===== config.mk =====
export PLATFORM = sky130hd
export DESIGN_NAME = dtc_timer_top
export DESIGN_NICKNAME = d
export VERILOG_FILES = /design/src/rtl/dtc_pkg.sv /design/src/rtl/dtc_counter.sv /design/src/rtl/dtc_divider_pin.sv /design/src/rtl/dtc_timer_top.sv
export VERILOG_INCLUDE_DIRS = /design/src /design/src/rtl
export SDC_FILE = /design/constraint.sdc
export NUM_CORES = 1
export LEC_CHECK = 0
export BUFFER_PORTS_ARGS = -buffer_cell sky130_fd_sc_hd__buf_4
export CORE_MARGIN = 2
export CORE_UTILIZATION = 50
export CTS_BUF_LIST = sky130_fd_sc_hd__clkbuf_4 sky130_fd_sc_hd__clkbuf_8
export CTS_CLUSTER_DIAMETER = 60
export DETAILED_ROUTE_END_ITERATION = 16
export HOLD_SLACK_MARGIN = 0.1
export PLACE_DENSITY = 0.72
export SLEW_MARGIN = 20
export SYNTH_ARGS = -nofsm -noshare
export SYNTH_HDL_FRONTEND = slang
export SYNTH_SLANG_ARGS = --single-unit

===== constraint.sdc =====
create_clock -name clock_i -period 3.09 [get_ports clock_i]
set_input_delay 0.618 -clock clock_i [delete_from_list [all_inputs] [get_ports clock_i]]
set_output_delay 0.618 -clock clock_i [all_outputs]
set_load 0.005 [all_outputs]

===== src/rtl/dtc_regs.svh =====
// Register offsets, field positions, reset values and counts of the dual timer block.
// Assumes inclusion by bare name from the design files that need it.
`ifndef DTC_REGS_SVH
`define DTC_REGS_SVH
`define DTC_ADDR_COUNT0    8'h0D
`define DTC_ADDR_CTRL0     8'h0E
`define DTC_ADDR_COUNT1    8'h10
`define DTC_ADDR_CTRL1     8'h11
`define DTC_ADDR_IRQ0      8'h0B
`define DTC_ADDR_IRQ1      8'h1E
`define DTC_BIT_MASTER_EN  0
`define DTC_BIT_EN_CTR0    3
`define DTC_BIT_FLAG_CTR0  6
`define DTC_BIT_EN_CTR1    0
`define DTC_BIT_FLAG_CTR1  4
`define DTC_IRQ0_MASK      8'h49
`define DTC_IRQ1_MASK      8'h11
`define DTC_RST_COUNT      8'h00
`define DTC_RST_CTRL       8'h00
`define DTC_RST_IRQ        8'h00
`define DTC_RST_READ       8'h00
`define DTC_COUNT_TOP      8'hFF
`define DTC_DIV4_LAST      2'h3
`define DTC_SRC1_OVF0      2'h0
`define DTC_SRC1_SYSCLK    2'h1
`define DTC_SRC1_TBASE     2'h2
`endif


===== src/rtl/dtc_pkg.sv =====
// Types shared by the dual timer block.
// Assumes nothing beyond a SystemVerilog compiler.
package dtc_pkg;
   typedef enum logic [1:0] {
      DTC_MODE_NONE  = 2'b00,
      DTC_MODE_EVENT = 2'b01,
      DTC_MODE_TIMER = 2'b10,
      DTC_MODE_PULSE = 2'b11
   } dtc_mode_t;
   typedef enum logic [1:0] {
      DTC_PW_IDLE = 2'b00,
      DTC_PW_WAIT = 2'b01,
      DTC_PW_MEAS = 2'b10,
      DTC_PW_DONE = 2'b11
   } dtc_pw_state_t;
   typedef struct packed {
      dtc_mode_t  mode;
      logic       src_sel;
      logic       run;
      logic       edge_sel;
      logic [2:0] zero;
   } dtc_ctrl_t;
   typedef struct packed {
      logic [7:0] count;
      logic       ovf;
      logic       pw_done;
   } dtc_cnt_stat_t;
endpackage


===== src/rtl/dtc_counter.sv =====
// One 8-bit up counter with preload, event, timer and pulse width modes.
// Assumes a synchronous event input and a one-cycle internal tick.
`timescale 1ns/1ps
`include "dtc_regs.svh"
module dtc_counter
   import dtc_pkg::*;
(
   input  wire logic          clock_i,
   input  wire logic          arst_n_i,
   input  wire dtc_ctrl_t     ctrl_i,
   input  wire logic          tick_i,
   input  wire logic          evt_i,
   input  wire logic          load_i,
   input  wire logic [7:0]    wdata_i,
   input  wire logic          hold_i,
   output dtc_cnt_stat_t      stat_o
);
   logic [7:0]    count;
   logic [7:0]    preload;
   logic          evt_q;
   logic          ovf_q;
   logic          done_q;
   dtc_pw_state_t pw_state;
   logic          rise;
   logic          fall;
   logic          pw_start;
   logic          pw_stop;
   logic          inc;
   logic [7:0]    reload;

   assign rise     = evt_i & ~evt_q;
   assign fall     = ~evt_i & evt_q;
   assign pw_start = ctrl_i.edge_sel ? rise : fall;
   assign pw_stop  = ctrl_i.edge_sel ? fall : rise;
   assign reload   = load_i ? wdata_i : preload;

   always_comb begin
      inc = 1'b0;
      case (ctrl_i.mode)
         DTC_MODE_EVENT: inc = ctrl_i.edge_sel ? fall : rise;
         DTC_MODE_TIMER: inc = tick_i;
         DTC_MODE_PULSE: inc = (pw_state == DTC_PW_MEAS) & tick_i & ~pw_stop;
         default:        inc = 1'b0;
      endcase
      inc = inc & ctrl_i.run & ~hold_i;
   end

   always_ff @(posedge clock_i or negedge arst_n_i) begin
      if (!arst_n_i) begin
         evt_q <= 1'b0;
      end else begin
         evt_q <= evt_i;
      end
   end

   always_ff @(posedge clock_i or negedge arst_n_i) begin
      if (!arst_n_i) begin
         pw_state <= DTC_PW_IDLE;
         done_q   <= 1'b0;
      end else begin
         done_q <= 1'b0;
         if (!ctrl_i.run || ctrl_i.mode != DTC_MODE_PULSE) begin
            pw_state <= DTC_PW_IDLE;
         end else begin
            case (pw_state)
               DTC_PW_IDLE: pw_state <= DTC_PW_WAIT;
               DTC_PW_WAIT: begin
                  if (pw_start) begin
                     pw_state <= DTC_PW_MEAS;
                  end
               end
               DTC_PW_MEAS: begin
                  if (pw_stop) begin
                     pw_state <= DTC_PW_DONE;
                     done_q   <= 1'b1;
                  end
               end
               default: pw_state <= DTC_PW_DONE;
            endcase
         end
      end
   end

   always_ff @(posedge clock_i or negedge arst_n_i) begin
      if (!arst_n_i) begin
         preload <= `DTC_RST_COUNT;
      end else if (load_i) begin
         preload <= wdata_i;
      end
   end

   always_ff @(posedge clock_i or negedge arst_n_i) begin
      if (!arst_n_i) begin
         count <= `DTC_RST_COUNT;
         ovf_q <= 1'b0;
      end else begin
         ovf_q <= inc & (count == `DTC_COUNT_TOP);
         if (load_i && !ctrl_i.run) begin
            count <= wdata_i;
         end else if (inc) begin
            count <= (count == `DTC_COUNT_TOP) ? reload : count + 8'h01;
         end
      end
   end

   assign stat_o = '{count: count, ovf: ovf_q, pw_done: done_q};
endmodule


===== src/rtl/dtc_divider_pin.sv =====
// Divider output stage: toggles on overflow and drives the shared pin.
// Assumes a one-cycle overflow pulse and the port data latch as a level.
`timescale 1ns/1ps
module dtc_divider_pin (
   input  wire logic clock_i,
   input  wire logic arst_n_i,
   input  wire logic ovf_i,
   input  wire logic latch_i,
   output logic      pin_o,
   output logic      pin_oe_n_o
);
   logic freq_divider_out;

   always_ff @(posedge clock_i or negedge arst_n_i) begin
      if (!arst_n_i) begin
         freq_divider_out <= 1'b0;
      end else if (ovf_i) begin
         freq_divider_out <= ~freq_divider_out;
      end
   end

   always_ff @(posedge clock_i or negedge arst_n_i) begin
      if (!arst_n_i) begin
         pin_o <= 1'b0;
      end else begin
         pin_o <= ~latch_i & freq_divider_out;
      end
   end

   assign pin_oe_n_o = 1'b0;
endmodule


===== src/rtl/dtc_timer_top.sv =====
// Dual 8-bit timer/event counter with divider output, on the CPU data bus.
// Assumes a single-cycle data bus strobe and synchronous event pins.
`timescale 1ns/1ps
`include "dtc_regs.svh"

// Notes on behaviour
// - Event and timer modes count up to FF.
// - Overflow reloads preload and sets the flag.
// - Pulse mode counts between chosen edges, clears run.
// - Finished measurement holds until run set again.
// - Pulse measurement starts on edges, not levels.
// - Counters count only while run bit set.
// - Run bit clears only by software otherwise.
// - Any overflow requests wake from halt.
// - Divider pin follows one counter, chosen at build.
// - Cleared enable bit suppresses that interrupt request.
// - Pin gives divider when latch low, else zero.
// - Divider frequency is tick over 2*(256-N).
// - Write while stopped also loads the counter.
// - Write while running updates the preload, and loads the counter too if it wraps in that cycle.
// - Reading the counter blocks its counting clock.
// - Counter one can count counter zero overflows.
// - Mode field picks event, timer or pulse.
// - Event edge bit one counts falling edges.
// - Writes go to preload, reads show count.
module dtc_timer_top
   import dtc_pkg::*;
#(
   parameter logic       OPT_CTR0_DIV4 = 1'b0,
   parameter logic [1:0] OPT_CTR1_SRC  = 2'h0,
   parameter logic       OPT_PFD_CTR1  = 1'b0
) (
   input  wire logic       clock_i,
   input  wire logic       arst_n_i,
   input  wire logic [7:0] cpu_addr_i,
   input  wire logic [7:0] cpu_wdata_i,
   input  wire logic       cpu_wr_i,
   input  wire logic       cpu_rd_i,
   output logic [7:0]      cpu_rdata_o,
   input  wire logic       rtc_tick_i,
   input  wire logic       tbase_tick_i,
   input  wire logic       event_pin0_i,
   input  wire logic       event_pin1_i,
   input  wire logic       divider_latch_i,
   output logic            irq_req_ctr0_o,
   output logic            irq_req_ctr1_o,
   output logic            wake_req_o,
   output logic            shared_divider_pin_o,
   output logic            shared_divider_pin_oe_n_o
);

   ////////////////////////////////////////////////////////////////////////////////
   // Bus decode.

   dtc_ctrl_t     control_reg_ctr0;
   dtc_ctrl_t     timer1_control;
   logic [7:0]    irq_ctrl_first;
   logic [7:0]    irq_ctrl_second;
   logic [7:0]    next_irq_first;
   logic [7:0]    next_irq_second;
   logic [1:0]    div4_cnt;
   logic          div4_tick;
   logic          tick_ctr0;
   logic          tick_ctr1;
   logic          opt_tick_ctr1;
   dtc_cnt_stat_t stat_ctr0;
   dtc_cnt_stat_t stat_ctr1;
   logic          wr_count0;
   logic          wr_count1;
   logic          wr_ctrl0;
   logic          wr_ctrl1;
   logic          wr_irq0;
   logic          wr_irq1;
   logic          rd_count0;
   logic          rd_count1;
   logic          pfd_ovf;

   // Control bytes keep their low three bits at zero.
   function automatic dtc_ctrl_t dtc_ctrl_from_byte(input logic [7:0] b);
      dtc_ctrl_from_byte = dtc_ctrl_t'({b[7:3], 3'h0});
   endfunction

   function automatic logic dtc_hit(input logic strobe, input logic [7:0] addr, input logic [7:0] target);
      dtc_hit = strobe & (addr == target);
   endfunction

   assign wr_count0 = dtc_hit(cpu_wr_i, cpu_addr_i, `DTC_ADDR_COUNT0);
   assign wr_count1 = dtc_hit(cpu_wr_i, cpu_addr_i, `DTC_ADDR_COUNT1);
   assign wr_ctrl0  = dtc_hit(cpu_wr_i, cpu_addr_i, `DTC_ADDR_CTRL0);
   assign wr_ctrl1  = dtc_hit(cpu_wr_i, cpu_addr_i, `DTC_ADDR_CTRL1);
   assign wr_irq0   = dtc_hit(cpu_wr_i, cpu_addr_i, `DTC_ADDR_IRQ0);
   assign wr_irq1   = dtc_hit(cpu_wr_i, cpu_addr_i, `DTC_ADDR_IRQ1);
   assign rd_count0 = dtc_hit(cpu_rd_i, cpu_addr_i, `DTC_ADDR_COUNT0);
   assign rd_count1 = dtc_hit(cpu_rd_i, cpu_addr_i, `DTC_ADDR_COUNT1);

   ////////////////////////////////////////////////////////////////////////////////
   // Control registers.

   // run clears only by write or measurement end.
   always_ff @(posedge clock_i or negedge arst_n_i) begin
      if (!arst_n_i) begin
         control_reg_ctr0 <= dtc_ctrl_t'(`DTC_RST_CTRL);
      end else if (wr_ctrl0) begin
         control_reg_ctr0 <= dtc_ctrl_from_byte(cpu_wdata_i);
      end else if (stat_ctr0.pw_done) begin
         control_reg_ctr0.run <= 1'b0;
      end
   end

   always_ff @(posedge clock_i or negedge arst_n_i) begin
      if (!arst_n_i) begin
         timer1_control <= dtc_ctrl_t'(`DTC_RST_CTRL);
      end else if (wr_ctrl1) begin
         timer1_control <= dtc_ctrl_from_byte(cpu_wdata_i);
      end else if (stat_ctr1.pw_done) begin
         timer1_control.run <= 1'b0;
      end
   end

   ////////////////////////////////////////////////////////////////////////////////
   // Interrupt control bytes; an overflow in the cycle of a write still sets its flag.

   always_comb begin
      next_irq_first  = wr_irq0 ? (cpu_wdata_i & `DTC_IRQ0_MASK) : irq_ctrl_first;
      next_irq_second = wr_irq1 ? (cpu_wdata_i & `DTC_IRQ1_MASK) : irq_ctrl_second;
      if (stat_ctr0.ovf) begin
         next_irq_first[`DTC_BIT_FLAG_CTR0] = 1'b1;
      end
      if (stat_ctr1.ovf) begin
         next_irq_second[`DTC_BIT_FLAG_CTR1] = 1'b1;
      end
   end

   always_ff @(posedge clock_i or negedge arst_n_i) begin
      if (!arst_n_i) begin
         irq_ctrl_first  <= `DTC_RST_IRQ;
         irq_ctrl_second <= `DTC_RST_IRQ;
      end else begin
         irq_ctrl_first  <= next_irq_first;
         irq_ctrl_second <= next_irq_second;
      end
   end

   assign irq_req_ctr0_o = irq_ctrl_first[`DTC_BIT_MASTER_EN] & irq_ctrl_first[`DTC_BIT_EN_CTR0]
                           & irq_ctrl_first[`DTC_BIT_FLAG_CTR0];
   assign irq_req_ctr1_o = irq_ctrl_first[`DTC_BIT_MASTER_EN] & irq_ctrl_second[`DTC_BIT_EN_CTR1]
                           & irq_ctrl_second[`DTC_BIT_FLAG_CTR1];

   assign wake_req_o = stat_ctr0.ovf | stat_ctr1.ovf;

   ////////////////////////////////////////////////////////////////////////////////
   // Clock sources.

   always_ff @(posedge clock_i or negedge arst_n_i) begin
      if (!arst_n_i) begin
         div4_cnt <= 2'h0;
      end else begin
         div4_cnt <= div4_cnt + 2'h1;
      end
   end

   assign div4_tick = (div4_cnt == `DTC_DIV4_LAST);
   assign tick_ctr0 = control_reg_ctr0.src_sel ? (OPT_CTR0_DIV4 ? div4_tick : 1'b1) : rtc_tick_i;

   always_comb begin
      case (OPT_CTR1_SRC)
         `DTC_SRC1_OVF0:   opt_tick_ctr1 = stat_ctr0.ovf;
         `DTC_SRC1_SYSCLK: opt_tick_ctr1 = 1'b1;
         `DTC_SRC1_TBASE:  opt_tick_ctr1 = tbase_tick_i;
         default:          opt_tick_ctr1 = 1'b0;
      endcase
   end

   assign tick_ctr1 = timer1_control.src_sel ? div4_tick : opt_tick_ctr1;

   ////////////////////////////////////////////////////////////////////////////////
   // Counters and divider pin.

   dtc_counter u_ctr0 (
      .clock_i  (clock_i),
      .arst_n_i (arst_n_i),
      .ctrl_i   (control_reg_ctr0),
      .tick_i   (tick_ctr0),
      .evt_i    (event_pin0_i),
      .load_i   (wr_count0),
      .wdata_i  (cpu_wdata_i),
      .hold_i   (rd_count0),
      .stat_o   (stat_ctr0)
   );

   dtc_counter u_ctr1 (
      .clock_i  (clock_i),
      .arst_n_i (arst_n_i),
      .ctrl_i   (timer1_control),
      .tick_i   (tick_ctr1),
      .evt_i    (event_pin1_i),
      .load_i   (wr_count1),
      .wdata_i  (cpu_wdata_i),
      .hold_i   (rd_count1),
      .stat_o   (stat_ctr1)
   );

   assign pfd_ovf = OPT_PFD_CTR1 ? stat_ctr1.ovf : stat_ctr0.ovf;

   dtc_divider_pin u_pin (
      .clock_i    (clock_i),
      .arst_n_i   (arst_n_i),
      .ovf_i      (pfd_ovf),
      .latch_i    (divider_latch_i),
      .pin_o      (shared_divider_pin_o),
      .pin_oe_n_o (shared_divider_pin_oe_n_o)
   );

   ////////////////////////////////////////////////////////////////////////////////
   // Read data.

   always_ff @(posedge clock_i or negedge arst_n_i) begin
      if (!arst_n_i) begin
         cpu_rdata_o <= `DTC_RST_READ;
      end else if (cpu_rd_i) begin
         case (cpu_addr_i)
            `DTC_ADDR_COUNT0: cpu_rdata_o <= stat_ctr0.count;
            `DTC_ADDR_CTRL0:  cpu_rdata_o <= control_reg_ctr0;
            `DTC_ADDR_COUNT1: cpu_rdata_o <= stat_ctr1.count;
            `DTC_ADDR_CTRL1:  cpu_rdata_o <= timer1_control;
            `DTC_ADDR_IRQ0:   cpu_rdata_o <= irq_ctrl_first;
            `DTC_ADDR_IRQ1:   cpu_rdata_o <= irq_ctrl_second;
            default:          cpu_rdata_o <= `DTC_RST_READ;
         endcase
      end
   end

   ////////////////////////////////////////////////////////////////////////////////
   // Checks.

   a_wrap_reload: assert property (@(posedge clock_i) disable iff (!arst_n_i)
      stat_ctr0.ovf && !$past(wr_count0) |-> stat_ctr0.count == $past(u_ctr0.preload))
      else $error("counter zero did not reload on overflow");

   a_flag_set: assert property (@(posedge clock_i) disable iff (!arst_n_i)
      stat_ctr0.ovf |=> irq_ctrl_first[`DTC_BIT_FLAG_CTR0])
      else $error("overflow flag of counter zero not set");

   a_count_step: assert property (@(posedge clock_i) disable iff (!arst_n_i)
      control_reg_ctr0.run && control_reg_ctr0.mode == DTC_MODE_TIMER && tick_ctr0 && !rd_count0
      && !wr_ctrl0 && stat_ctr0.count != `DTC_COUNT_TOP |=> stat_ctr0.count == $past(stat_ctr0.count) + 8'h01)
      else $error("timer mode did not step by one");

   a_stop_hold: assert property (@(posedge clock_i) disable iff (!arst_n_i)
      !control_reg_ctr0.run && !wr_count0 |=> stat_ctr0.count == $past(stat_ctr0.count))
      else $error("stopped counter zero changed");

   a_stop_load: assert property (@(posedge clock_i) disable iff (!arst_n_i)
      wr_count0 && !control_reg_ctr0.run |=> stat_ctr0.count == $past(cpu_wdata_i))
      else $error("stopped write did not load counter");

   a_run_keep: assert property (@(posedge clock_i) disable iff (!arst_n_i)
      wr_count0 && control_reg_ctr0.run && control_reg_ctr0.mode == DTC_MODE_TIMER && tick_ctr0 && !wr_ctrl0
      && !rd_count0 && stat_ctr0.count != `DTC_COUNT_TOP
      |=> stat_ctr0.count == $past(stat_ctr0.count) + 8'h01 && u_ctr0.preload == $past(cpu_wdata_i))
      else $error("running write disturbed counter zero");

   a_read_block: assert property (@(posedge clock_i) disable iff (!arst_n_i)
      rd_count1 && !wr_count1 |=> stat_ctr1.count == $past(stat_ctr1.count))
      else $error("counter one moved during a read");

   a_pw_clear: assert property (@(posedge clock_i) disable iff (!arst_n_i)
      stat_ctr0.pw_done && !wr_ctrl0 |=> !control_reg_ctr0.run ##1 !control_reg_ctr0.run || $past(wr_ctrl0))
      else $error("measurement end did not clear run");

   a_run_sticky: assert property (@(posedge clock_i) disable iff (!arst_n_i)
      control_reg_ctr0.run && control_reg_ctr0.mode != DTC_MODE_PULSE && !wr_ctrl0 |=> control_reg_ctr0.run)
      else $error("run bit cleared by itself");

   a_irq_gate: assert property (@(posedge clock_i) disable iff (!arst_n_i)
      !irq_ctrl_second[`DTC_BIT_EN_CTR1] |-> !irq_req_ctr1_o)
      else $error("disabled interrupt still requested");

   a_wake_src: assert property (@(posedge clock_i) disable iff (!arst_n_i)
      $rose(stat_ctr1.ovf) |-> wake_req_o)
      else $error("overflow gave no wake request");

   a_pin_latch: assert property (@(posedge clock_i) disable iff (!arst_n_i)
      divider_latch_i [*2] |-> !shared_divider_pin_o)
      else $error("divider pin not low with latch set");

   a_pfd_toggle: assert property (@(posedge clock_i) disable iff (!arst_n_i)
      pfd_ovf && !divider_latch_i ##1 !divider_latch_i |=> shared_divider_pin_o != $past(shared_divider_pin_o))
      else $error("divider pin did not toggle on overflow");

   a_read_hold0: assert property (@(posedge clock_i) disable iff (!arst_n_i)
      rd_count0 && !wr_count0 |=> stat_ctr0.count == $past(stat_ctr0.count))
      else $error("counter zero moved during a read");

   a_event_step: assert property (@(posedge clock_i) disable iff (!arst_n_i)
      timer1_control.run && timer1_control.mode == DTC_MODE_EVENT && !rd_count1 && !wr_ctrl1
      && (timer1_control.edge_sel ? $fell(event_pin1_i) : $rose(event_pin1_i))
      && stat_ctr1.count != `DTC_COUNT_TOP |=> stat_ctr1.count == $past(stat_ctr1.count) + 8'h01)
      else $error("active event edge did not step counter one");

   a_event_skip: assert property (@(posedge clock_i) disable iff (!arst_n_i)
      timer1_control.mode == DTC_MODE_EVENT && !wr_count1
      && (timer1_control.edge_sel ? !$fell(event_pin1_i) : !$rose(event_pin1_i)) |=> $stable(stat_ctr1.count))
      else $error("counter one moved without its active edge");

   a_mode_none: assert property (@(posedge clock_i) disable iff (!arst_n_i)
      timer1_control.mode == DTC_MODE_NONE && !wr_count1 |=> $stable(stat_ctr1.count))
      else $error("unused mode advanced counter one");

   a_cascade: assert property (@(posedge clock_i) disable iff (!arst_n_i)
      OPT_CTR1_SRC == `DTC_SRC1_OVF0 && timer1_control.run && timer1_control.mode == DTC_MODE_TIMER
      && !timer1_control.src_sel && stat_ctr0.ovf && !rd_count1 && !wr_ctrl1
      && stat_ctr1.count != `DTC_COUNT_TOP |=> stat_ctr1.count == $past(stat_ctr1.count) + 8'h01)
      else $error("counter one missed a counter zero overflow");

   a_pw_static: assert property (@(posedge clock_i) disable iff (!arst_n_i)
      u_ctr0.pw_state == DTC_PW_WAIT && $stable(event_pin0_i) |=> u_ctr0.pw_state != DTC_PW_MEAS)
      else $error("static level started a measurement");

   a_pw_keep: assert property (@(posedge clock_i) disable iff (!arst_n_i)
      u_ctr0.pw_state == DTC_PW_DONE && !wr_count0 |=> $stable(stat_ctr0.count))
      else $error("finished measurement lost its count");

   a_pfd_src: assert property (@(posedge clock_i) disable iff (!arst_n_i)
      !OPT_PFD_CTR1 && !stat_ctr0.ovf |=> $stable(u_pin.freq_divider_out))
      else $error("divider toggled without its counter overflow");

   a_irq_gate0: assert property (@(posedge clock_i) disable iff (!arst_n_i)
      !irq_ctrl_first[`DTC_BIT_EN_CTR0] |-> !irq_req_ctr0_o)
      else $error("disabled counter zero interrupt requested");

   c_overflow: cover property (@(posedge clock_i) disable iff (!arst_n_i) stat_ctr0.ovf ##1 irq_req_ctr0_o);
   c_cascade: cover property (@(posedge clock_i) disable iff (!arst_n_i) stat_ctr0.ovf && stat_ctr1.ovf);
   c_pulse_done: cover property (@(posedge clock_i) disable iff (!arst_n_i) stat_ctr1.pw_done);
   c_pin_high: cover property (@(posedge clock_i) disable iff (!arst_n_i) $rose(shared_divider_pin_o));
   c_event_step: cover property (@(posedge clock_i) disable iff (!arst_n_i)
      timer1_control.mode == DTC_MODE_EVENT ##1 $changed(stat_ctr1.count));
endmodule


=== Word level (Yosys, flattened, before mapping) ===
Cells that the tools add are included.

* Add/subtract/negate cells: 3
* Equality and inequality tests: 25
* Muxes and demuxes: 39
* Bitwise gates (word level): 38
* Reduce and logical (&&, ||, !) cells: 16

{| class="wikitable"
|+ Operator list
! cell !! number
|-
| 2-to-1 mux 8 bit || 8
|-
| one-hot mux 8 bit (6 select lines) || 1
|-
| bitwise AND 1 bit || 27
|-
| == test 8 x 4 -> 1 bit, second input constant || 3
|-
| == test 8 x 5 -> 1 bit, second input constant || 3
|-
| 2-to-1 mux 1 bit || 18
|-
| adder 8 x 1 -> 8 bit, second input constant || 2
|-
| == test 8 bit, second input constant || 2
|-
| == test 2 bit, second input constant || 7
|-
| 2-to-1 mux 2 bit || 6
|-
| one-hot mux 2 bit (3 select lines) || 2
|-
| nonzero test 2 bit || 6
|-
| inverter 1 bit || 10
|-
| == test 2 x 1 -> 1 bit, second input constant || 4
|-
| 2-to-1 mux 7 bit || 1
|-
| != test 3 x 1 -> 1 bit, second input constant || 2
|-
| != test 3 x 2 -> 1 bit, second input constant || 2
|-
| one-hot mux 1 bit (3 select lines) || 2
|-
| 2-to-1 mux 5 bit || 1
|-
| logical NOT 2 bit || 2
|-
| != test 2 bit, second input constant || 2
|-
| AND reduction 2 bit || 2
|-
| adder 2 x 1 -> 2 bit, second input constant || 1
|-
| logical AND 1 bit || 2
|-
| other kinds (3) || 5
|}

* Bits in registers: 69
* Input bits: 25
* Output and inout bits: 13
* Word-level logic and storage cells: 149

=== Longest topological paths before layout ===
* Word-level depth: 10
* Gate-level depth with buffers: 8
* Depth with buffers taken out: 7

=== Cells and area by module ===
Synthesis repeated with hierarchy kept, for this count alone.

* Cell total of the unflattened synthesis: 391
* Area, all modules: 3993.8 um^2

{| class="wikitable"
|+ By module, submodules not included
! module !! instances !! cells an instance !! area each (um^2) !! sequential area each (um^2)
|-
| dtc_counter || 2 || 126 || 1249.9 || 525.5
|-
| dtc_timer_top || 1 || 133 || 1417.6 || 625.6
|-
| dtc_divider_pin || 1 || 6 || 76.3 || 50.0
|}

=== Worst setup path before layout ===
OpenSTA, ideal clock, no wires.

* Path type: input to register
* From: input cpu_addr_i[5]
* To: register u_ctr1.count[6]
* Setup time: 0.125 ns
* Arrival: 1.944 ns
* Data required time: 2.965 ns
* Slack: 1.021 ns
* Stages: 7
* Buffers on the path: 1
* Cells stage by stage: nor4b_4 > nand3_4 > or2_0 > buf_2 > a32oi_1 > o21ai_0 > mux2_2

* Word-level cells in the longest chain between the ends: 6
* Elaborated cells between the ends (all ways): 11
* Those cells by class: 1 x eq/ne; 4 x mux; 4 x bitwise; 2 x reduce/logical

{| class="wikitable"
|+ Ends and longest elaborated chain
! what !! line !! RTL
|-
| start: declaration || dtc_timer_top.sv:35 || <nowiki>input wire logic [7:0] cpu_addr_i,</nowiki>
|-
| == test 8 x 5 -> 1 bit (*) || dtc_timer_top.sv:84 || <nowiki>dtc_hit = strobe & (addr == target);</nowiki>
|-
| bitwise AND 1 bit || dtc_timer_top.sv:84 ||
|-
| 2-to-1 mux 8 bit || dtc_counter.sv:35 || <nowiki>assign reload = load_i ? wdata_i : preload;</nowiki>
|-
| 2-to-1 mux 8 bit || dtc_counter.sv:101 || <nowiki>count <= (count == `DTC_COUNT_TOP) ? reload : count + 8'h01;</nowiki>
|-
| 2-to-1 mux 8 bit || dtc_counter.sv:100 || <nowiki>end else if (inc) begin</nowiki>
|-
| 2-to-1 mux 8 bit || dtc_counter.sv:98 || <nowiki>if (load_i && !ctrl_i.run) begin</nowiki>
|-
| end signal: assignment || dtc_counter.sv:94 || <nowiki>count <= `DTC_RST_COUNT;</nowiki>
|-
| end signal: assignment || dtc_counter.sv:99 || <nowiki>count <= wdata_i;</nowiki>
|-
| end signal: assignment || dtc_counter.sv:101 ||
|-
| end: declaration || dtc_counter.sv:18 || <nowiki>logic [7:0] count;</nowiki>
|}

Mark *: on every way between the ends. The rest lies on a longest branch, timed or not. The select of a mux whose other input is x is not followed.
A chain may end at the register's enable or synchronous reset.

=== Worst setup path in the final report ===
* From: register control_reg_ctr0[3] in the netlist's numbering
* To: register u_ctr0.count[5]

* Word-level cells in the longest chain between the ends: 7

{| class="wikitable"
|+ Ends and longest elaborated chain
! what !! line !! RTL
|-
| start: declaration || dtc_timer_top.sv:55 || <nowiki>dtc_ctrl_t control_reg_ctr0;</nowiki>
|-
| start signal: assignment || dtc_timer_top.sv:102 || <nowiki>control_reg_ctr0 <= dtc_ctrl_t'(`DTC_RST_CTRL);</nowiki>
|-
| start signal: assignment || dtc_timer_top.sv:104 || <nowiki>control_reg_ctr0 <= dtc_ctrl_from_byte(cpu_wdata_i);</nowiki>
|-
| 2-to-1 mux 1 bit (*) || dtc_counter.sv:34, dtc_counter.sv:40 ||
|-
| inverter 1 bit || dtc_counter.sv:42 || <nowiki>DTC_MODE_PULSE: inc = (pw_state == DTC_PW_MEAS) & tick_i & ~pw_stop;</nowiki>
|-
| bitwise AND 1 bit || dtc_counter.sv:42 ||
|-
| one-hot mux 1 bit (3 select lines) (*) || dtc_counter.sv:39 || <nowiki>case (ctrl_i.mode)</nowiki>
|-
| bitwise AND 1 bit (*) (2 in a row) || dtc_counter.sv:45 || <nowiki>inc = inc & ctrl_i.run & ~hold_i;</nowiki>
|-
| nonzero test 2 bit (no line) (*) || - ||
|-
| end signal: assignment || dtc_counter.sv:94 ||
|-
| end signal: assignment || dtc_counter.sv:99 ||
|-
| end signal: assignment || dtc_counter.sv:101 ||
|-
| end: declaration || dtc_counter.sv:18 ||
|}

Mark *: on every way between the ends. The rest lies on a longest branch, timed or not.

==> results.yml <==
floorplanning:
  dieWidth_um: 90.0
  start_util: 0.512
  die_h_um: 90.0
  die-area_um2: 8100
  num_io_pins: 38
  rows: 31
  core-area_um2: 7210
setup_path:
  crit_type: "reg -> reg"
  cp_max_fo: 10
  cp.arrival_ns: 2.48
  end_kind: "register"
  worstSetupStartpointType: "register"
  required_ns: 3.34
routing:
  viasPerCell: 5.99
  wl_met3_um: 484
  routedWlPerCell_um: 17.9
  drt_iter0_drc: 221
  drcViolationCount: 0
  wl_um: 8900
  via_count: 2971
  dr.pass1.iters: 7
  highest_layer: "met4"
  wl_met2_um: 4360
  m1WireLength_um: 3880
  ant_nets: 0
cts:
  cts_setup_buffers: 0
  cts.path.max_buffers: 2
  cts_buffers: 9
  cts_hold_buf: 0
  cts_tree: "built"
  htreeDepth: 3
  insertion_delay_ns: 0.35
  clk_pin_slew_ns: 0.08
  post_cts_resized: 0
  clock-sinks: 69
  cts_root_buf: "clkbuf_8"
power:
  seq_power_share: 0.545
  intPower_uw: 1330
  switching_share: 0.274
  p_per_area_nw_per_um2: 437
  cellLeakagePower_uw: 0.00188
  ir_drop_mv: 0.260
  pwr-share-clk: 0.358
  switchingPower_uw: 500
  p_comb_frac: 0.098
sta:
  min_period_ns: 2.23
  worst_slew_pin_slew_ns: 0.857
  fmax_mhz: 449
  finalSetupViolCount: 0
  final_max_slew_viol_count: 0
  holdWs_ns: 0.362
  maxSlewHeadroom: 0.429
  hold_viol: 0
  rsz0062_at_grt: "false"
  timing.setup.tns_ns: 0
  skew_ns: 0.0107
  fin_crit_sh: 0.721
synth:
  syn_area_um2: 3700
  yosysUniqueCellTypes: 64
  synth_warnings: 0
  ys.flop_type: "dfrtp_1"
  seq_area_frac_synth: 0.467
  synth_top_cell_by_area: "dfrtp_1"
  yosys-top-cells-area: "dfrtp_1, mux2_2, nand2_1"
  yosys.area.top_type_share: 0.467
  synth_seq_cells: 69
  synthCells: 363
  syn_area_per_cell_um2: 10.2
  synth_edf_count: 0
  async_reset_ff_frac: 1.00
  syn_nets: 391
place:
  numPortBuffers: 35
  gp_congestion: 0.844
  detailed_place_hpwl_um: 6280
  dp_cells: 480
cells_and_area:
  final_cells: 496
  n_antenna_cell: 0
  nets: 420
  syn_to_final_growth_pct: 13.1
  drive_gt1_frac: 0.234
  utilization: 0.579
grt:
  grt_pass1_vias: 2916
  grt_max_degree: 70
  grt-ovfl-total: 0
  grt_use_total: 0.232
  grt_pass1_wl_um: 14800
  antenna_found_initial: 0
outcome:
  status: "completed"
worst_hold_path:
  hp-class: "in -> async"
run:
  maxCapViolations: 0
-- placed cells by master, fill, tap and decap left out, types with 3 or more instances in the layout --
master,Yosys,routed
dfrtp_1,69,69
buf_4,1,37
nand2_1,33,33
nor2_1,29,29
mux2_2,24,24
o21ai_0,21,21
a21oi_1,20,20
nand3_1,15,15
inv_1,9,9
a31oi_1,9,9
clkbuf_8,0,9
a222oi_1,8,8
a22oi_1,7,7
and3_1,6,6
nand2b_1,6,6
nand3b_1,5,5
and2_1,4,4
nor2b_1,4,4
xor2_1,4,4
a21o_1,4,4
nor4_4,3,3
nand4_1,3,3
nor3b_1,3,3
a32oi_1,3,3
mux2i_1,3,3
o211ai_1,3,3
o22ai_1,3,3
nor3_1,3,3
ha_1,3,3
clkinv_2,0,3
-- area by class of cell --
type	instances	area (um^2)
Fill cell	662	3030
Multi-Input combinational cell	265	1840
Sequential cell	69	1730
Timing Repair Buffer	37	278
Clock buffer	10	131
Tap cell	99	124
Clock inverter	6	40.0
Inverter	10	37.5
-- sequential cells by signal (all words and copies together) (netlist names) --
name                    cells
u_ctr0.pw_state             2
irq_ctrl_first              3
u_ctr1.preload              8
irq_ctrl_second             2
u_ctr1.count                8
control_reg_ctr0            5
u_ctr0.done_q               1
u_ctr1.evt_q                1
u_ctr0.preload              8
u_ctr1.ovf_q                1
u_ctr1.done_q               1
u_ctr0.evt_q                1
u_ctr0.count                8
u_pin.pin_o                 1
u_ctr1.pw_state             2
div4_cnt                    2
u_ctr0.ovf_q                1
timer1_control              5
u_pin.freq_divider_out      1
cpu_rdata_o                 8
-- routing by layer --
layer | vias up | global-route usage
li1 | 1402 | -
met1 | 1458 | 0.312
met2 | 94 | 0.374
met3 | 17 | 0.0503
met4 | 0 | 0.0821
met5 | - | 0
-- worst max-delay path, cell delays in order, from the launching register on --
cell and delay (ns):
dfrtp_1 0.44, or3b_1 0.43, and4_1 0.24, o31ai_4 0.38, and2_1 0.41, a21oi_1 0.07, a21o_1 0.16
-- final timing paths --
path	startpoint	to	slack, ns	cells after the start
max	control_reg_ctr0[3]$_DFFE_PN0P_	u_ctr0.count[5]$_DFFE_PN0P_	0.86	6
min	arst_n_i	u_pin.pin_o$_DFF_PN0_	0.36	1
max reg2reg	control_reg_ctr0[3]$_DFFE_PN0P_	u_ctr0.count[5]$_DFFE_PN0P_	0.86	6
min reg2reg	div4_cnt[0]$_DFF_PN0_	div4_cnt[0]$_DFF_PN0_	0.44	1
max in group asynchronous	arst_n_i	u_ctr0.preload[7]$_DFF_PN0_	2.16	1
min in group clock_i	event_pin0_i	u_ctr0.evt_q$_DFF_PN0_	0.40	1
-- metrics by stage --
stage	power (uW)	setup WS, ns	cell area, um^2
after global placement	1180	0.573	4010
after CTS	1840	0.878	4180
after global routing	1910	0.720	4180
after detailed placement	1190	0.567	4010
after floorplan	1090	1.02	3700
final	1830	0.862	4180
-- cell usage after synthesis (4+ instances only) --
cell type and instances:
dfrtp_1 69, nand2_1 33, nor2_1 29, mux2_2 24
o21ai_0 21, a21oi_1 20, nand3_1 15, clkbuf_1 12
a31oi_1 9, inv_1 9, a222oi_1 8, a22oi_1 7
and3_1 6, nand2b_1 6, nand3b_1 5, a21o_1 4
and2_1 4, buf_2 4, nor2b_1 4, xor2_1 4
-- cells by family (layout without fill, tap and decap cells) --
kind of cell	count (synthesis)	in the layout	share of synthesized area
xor gates and xnor gates	6	6	0.0142
AOI/OAI and AO/OA	97	97	0.183
other	1	1	0.00101
and+or+nand+nor	130	130	0.204
buffers and inverters	29	63	0.0342
DFF	69	69	0.467
adders and majority gates	3	3	0.0102
muxes	28	28	0.0853
-- power by group through the flow --
| stage | clock [uW] | combinational, uW | sequential, uW |
|---|---|---|---|
| CTS | 664 | 180 | 993 |
| floorplan | 0 | 99.1 | 991 |
| finish | 654 | 178 | 995 |
| detailed placement | 0 | 179 | 1010 |
| global placement | 0 | 175 | 1010 |
| global route | 710 | 200 | 1000 |
Power figures use the tool's default switching activity.
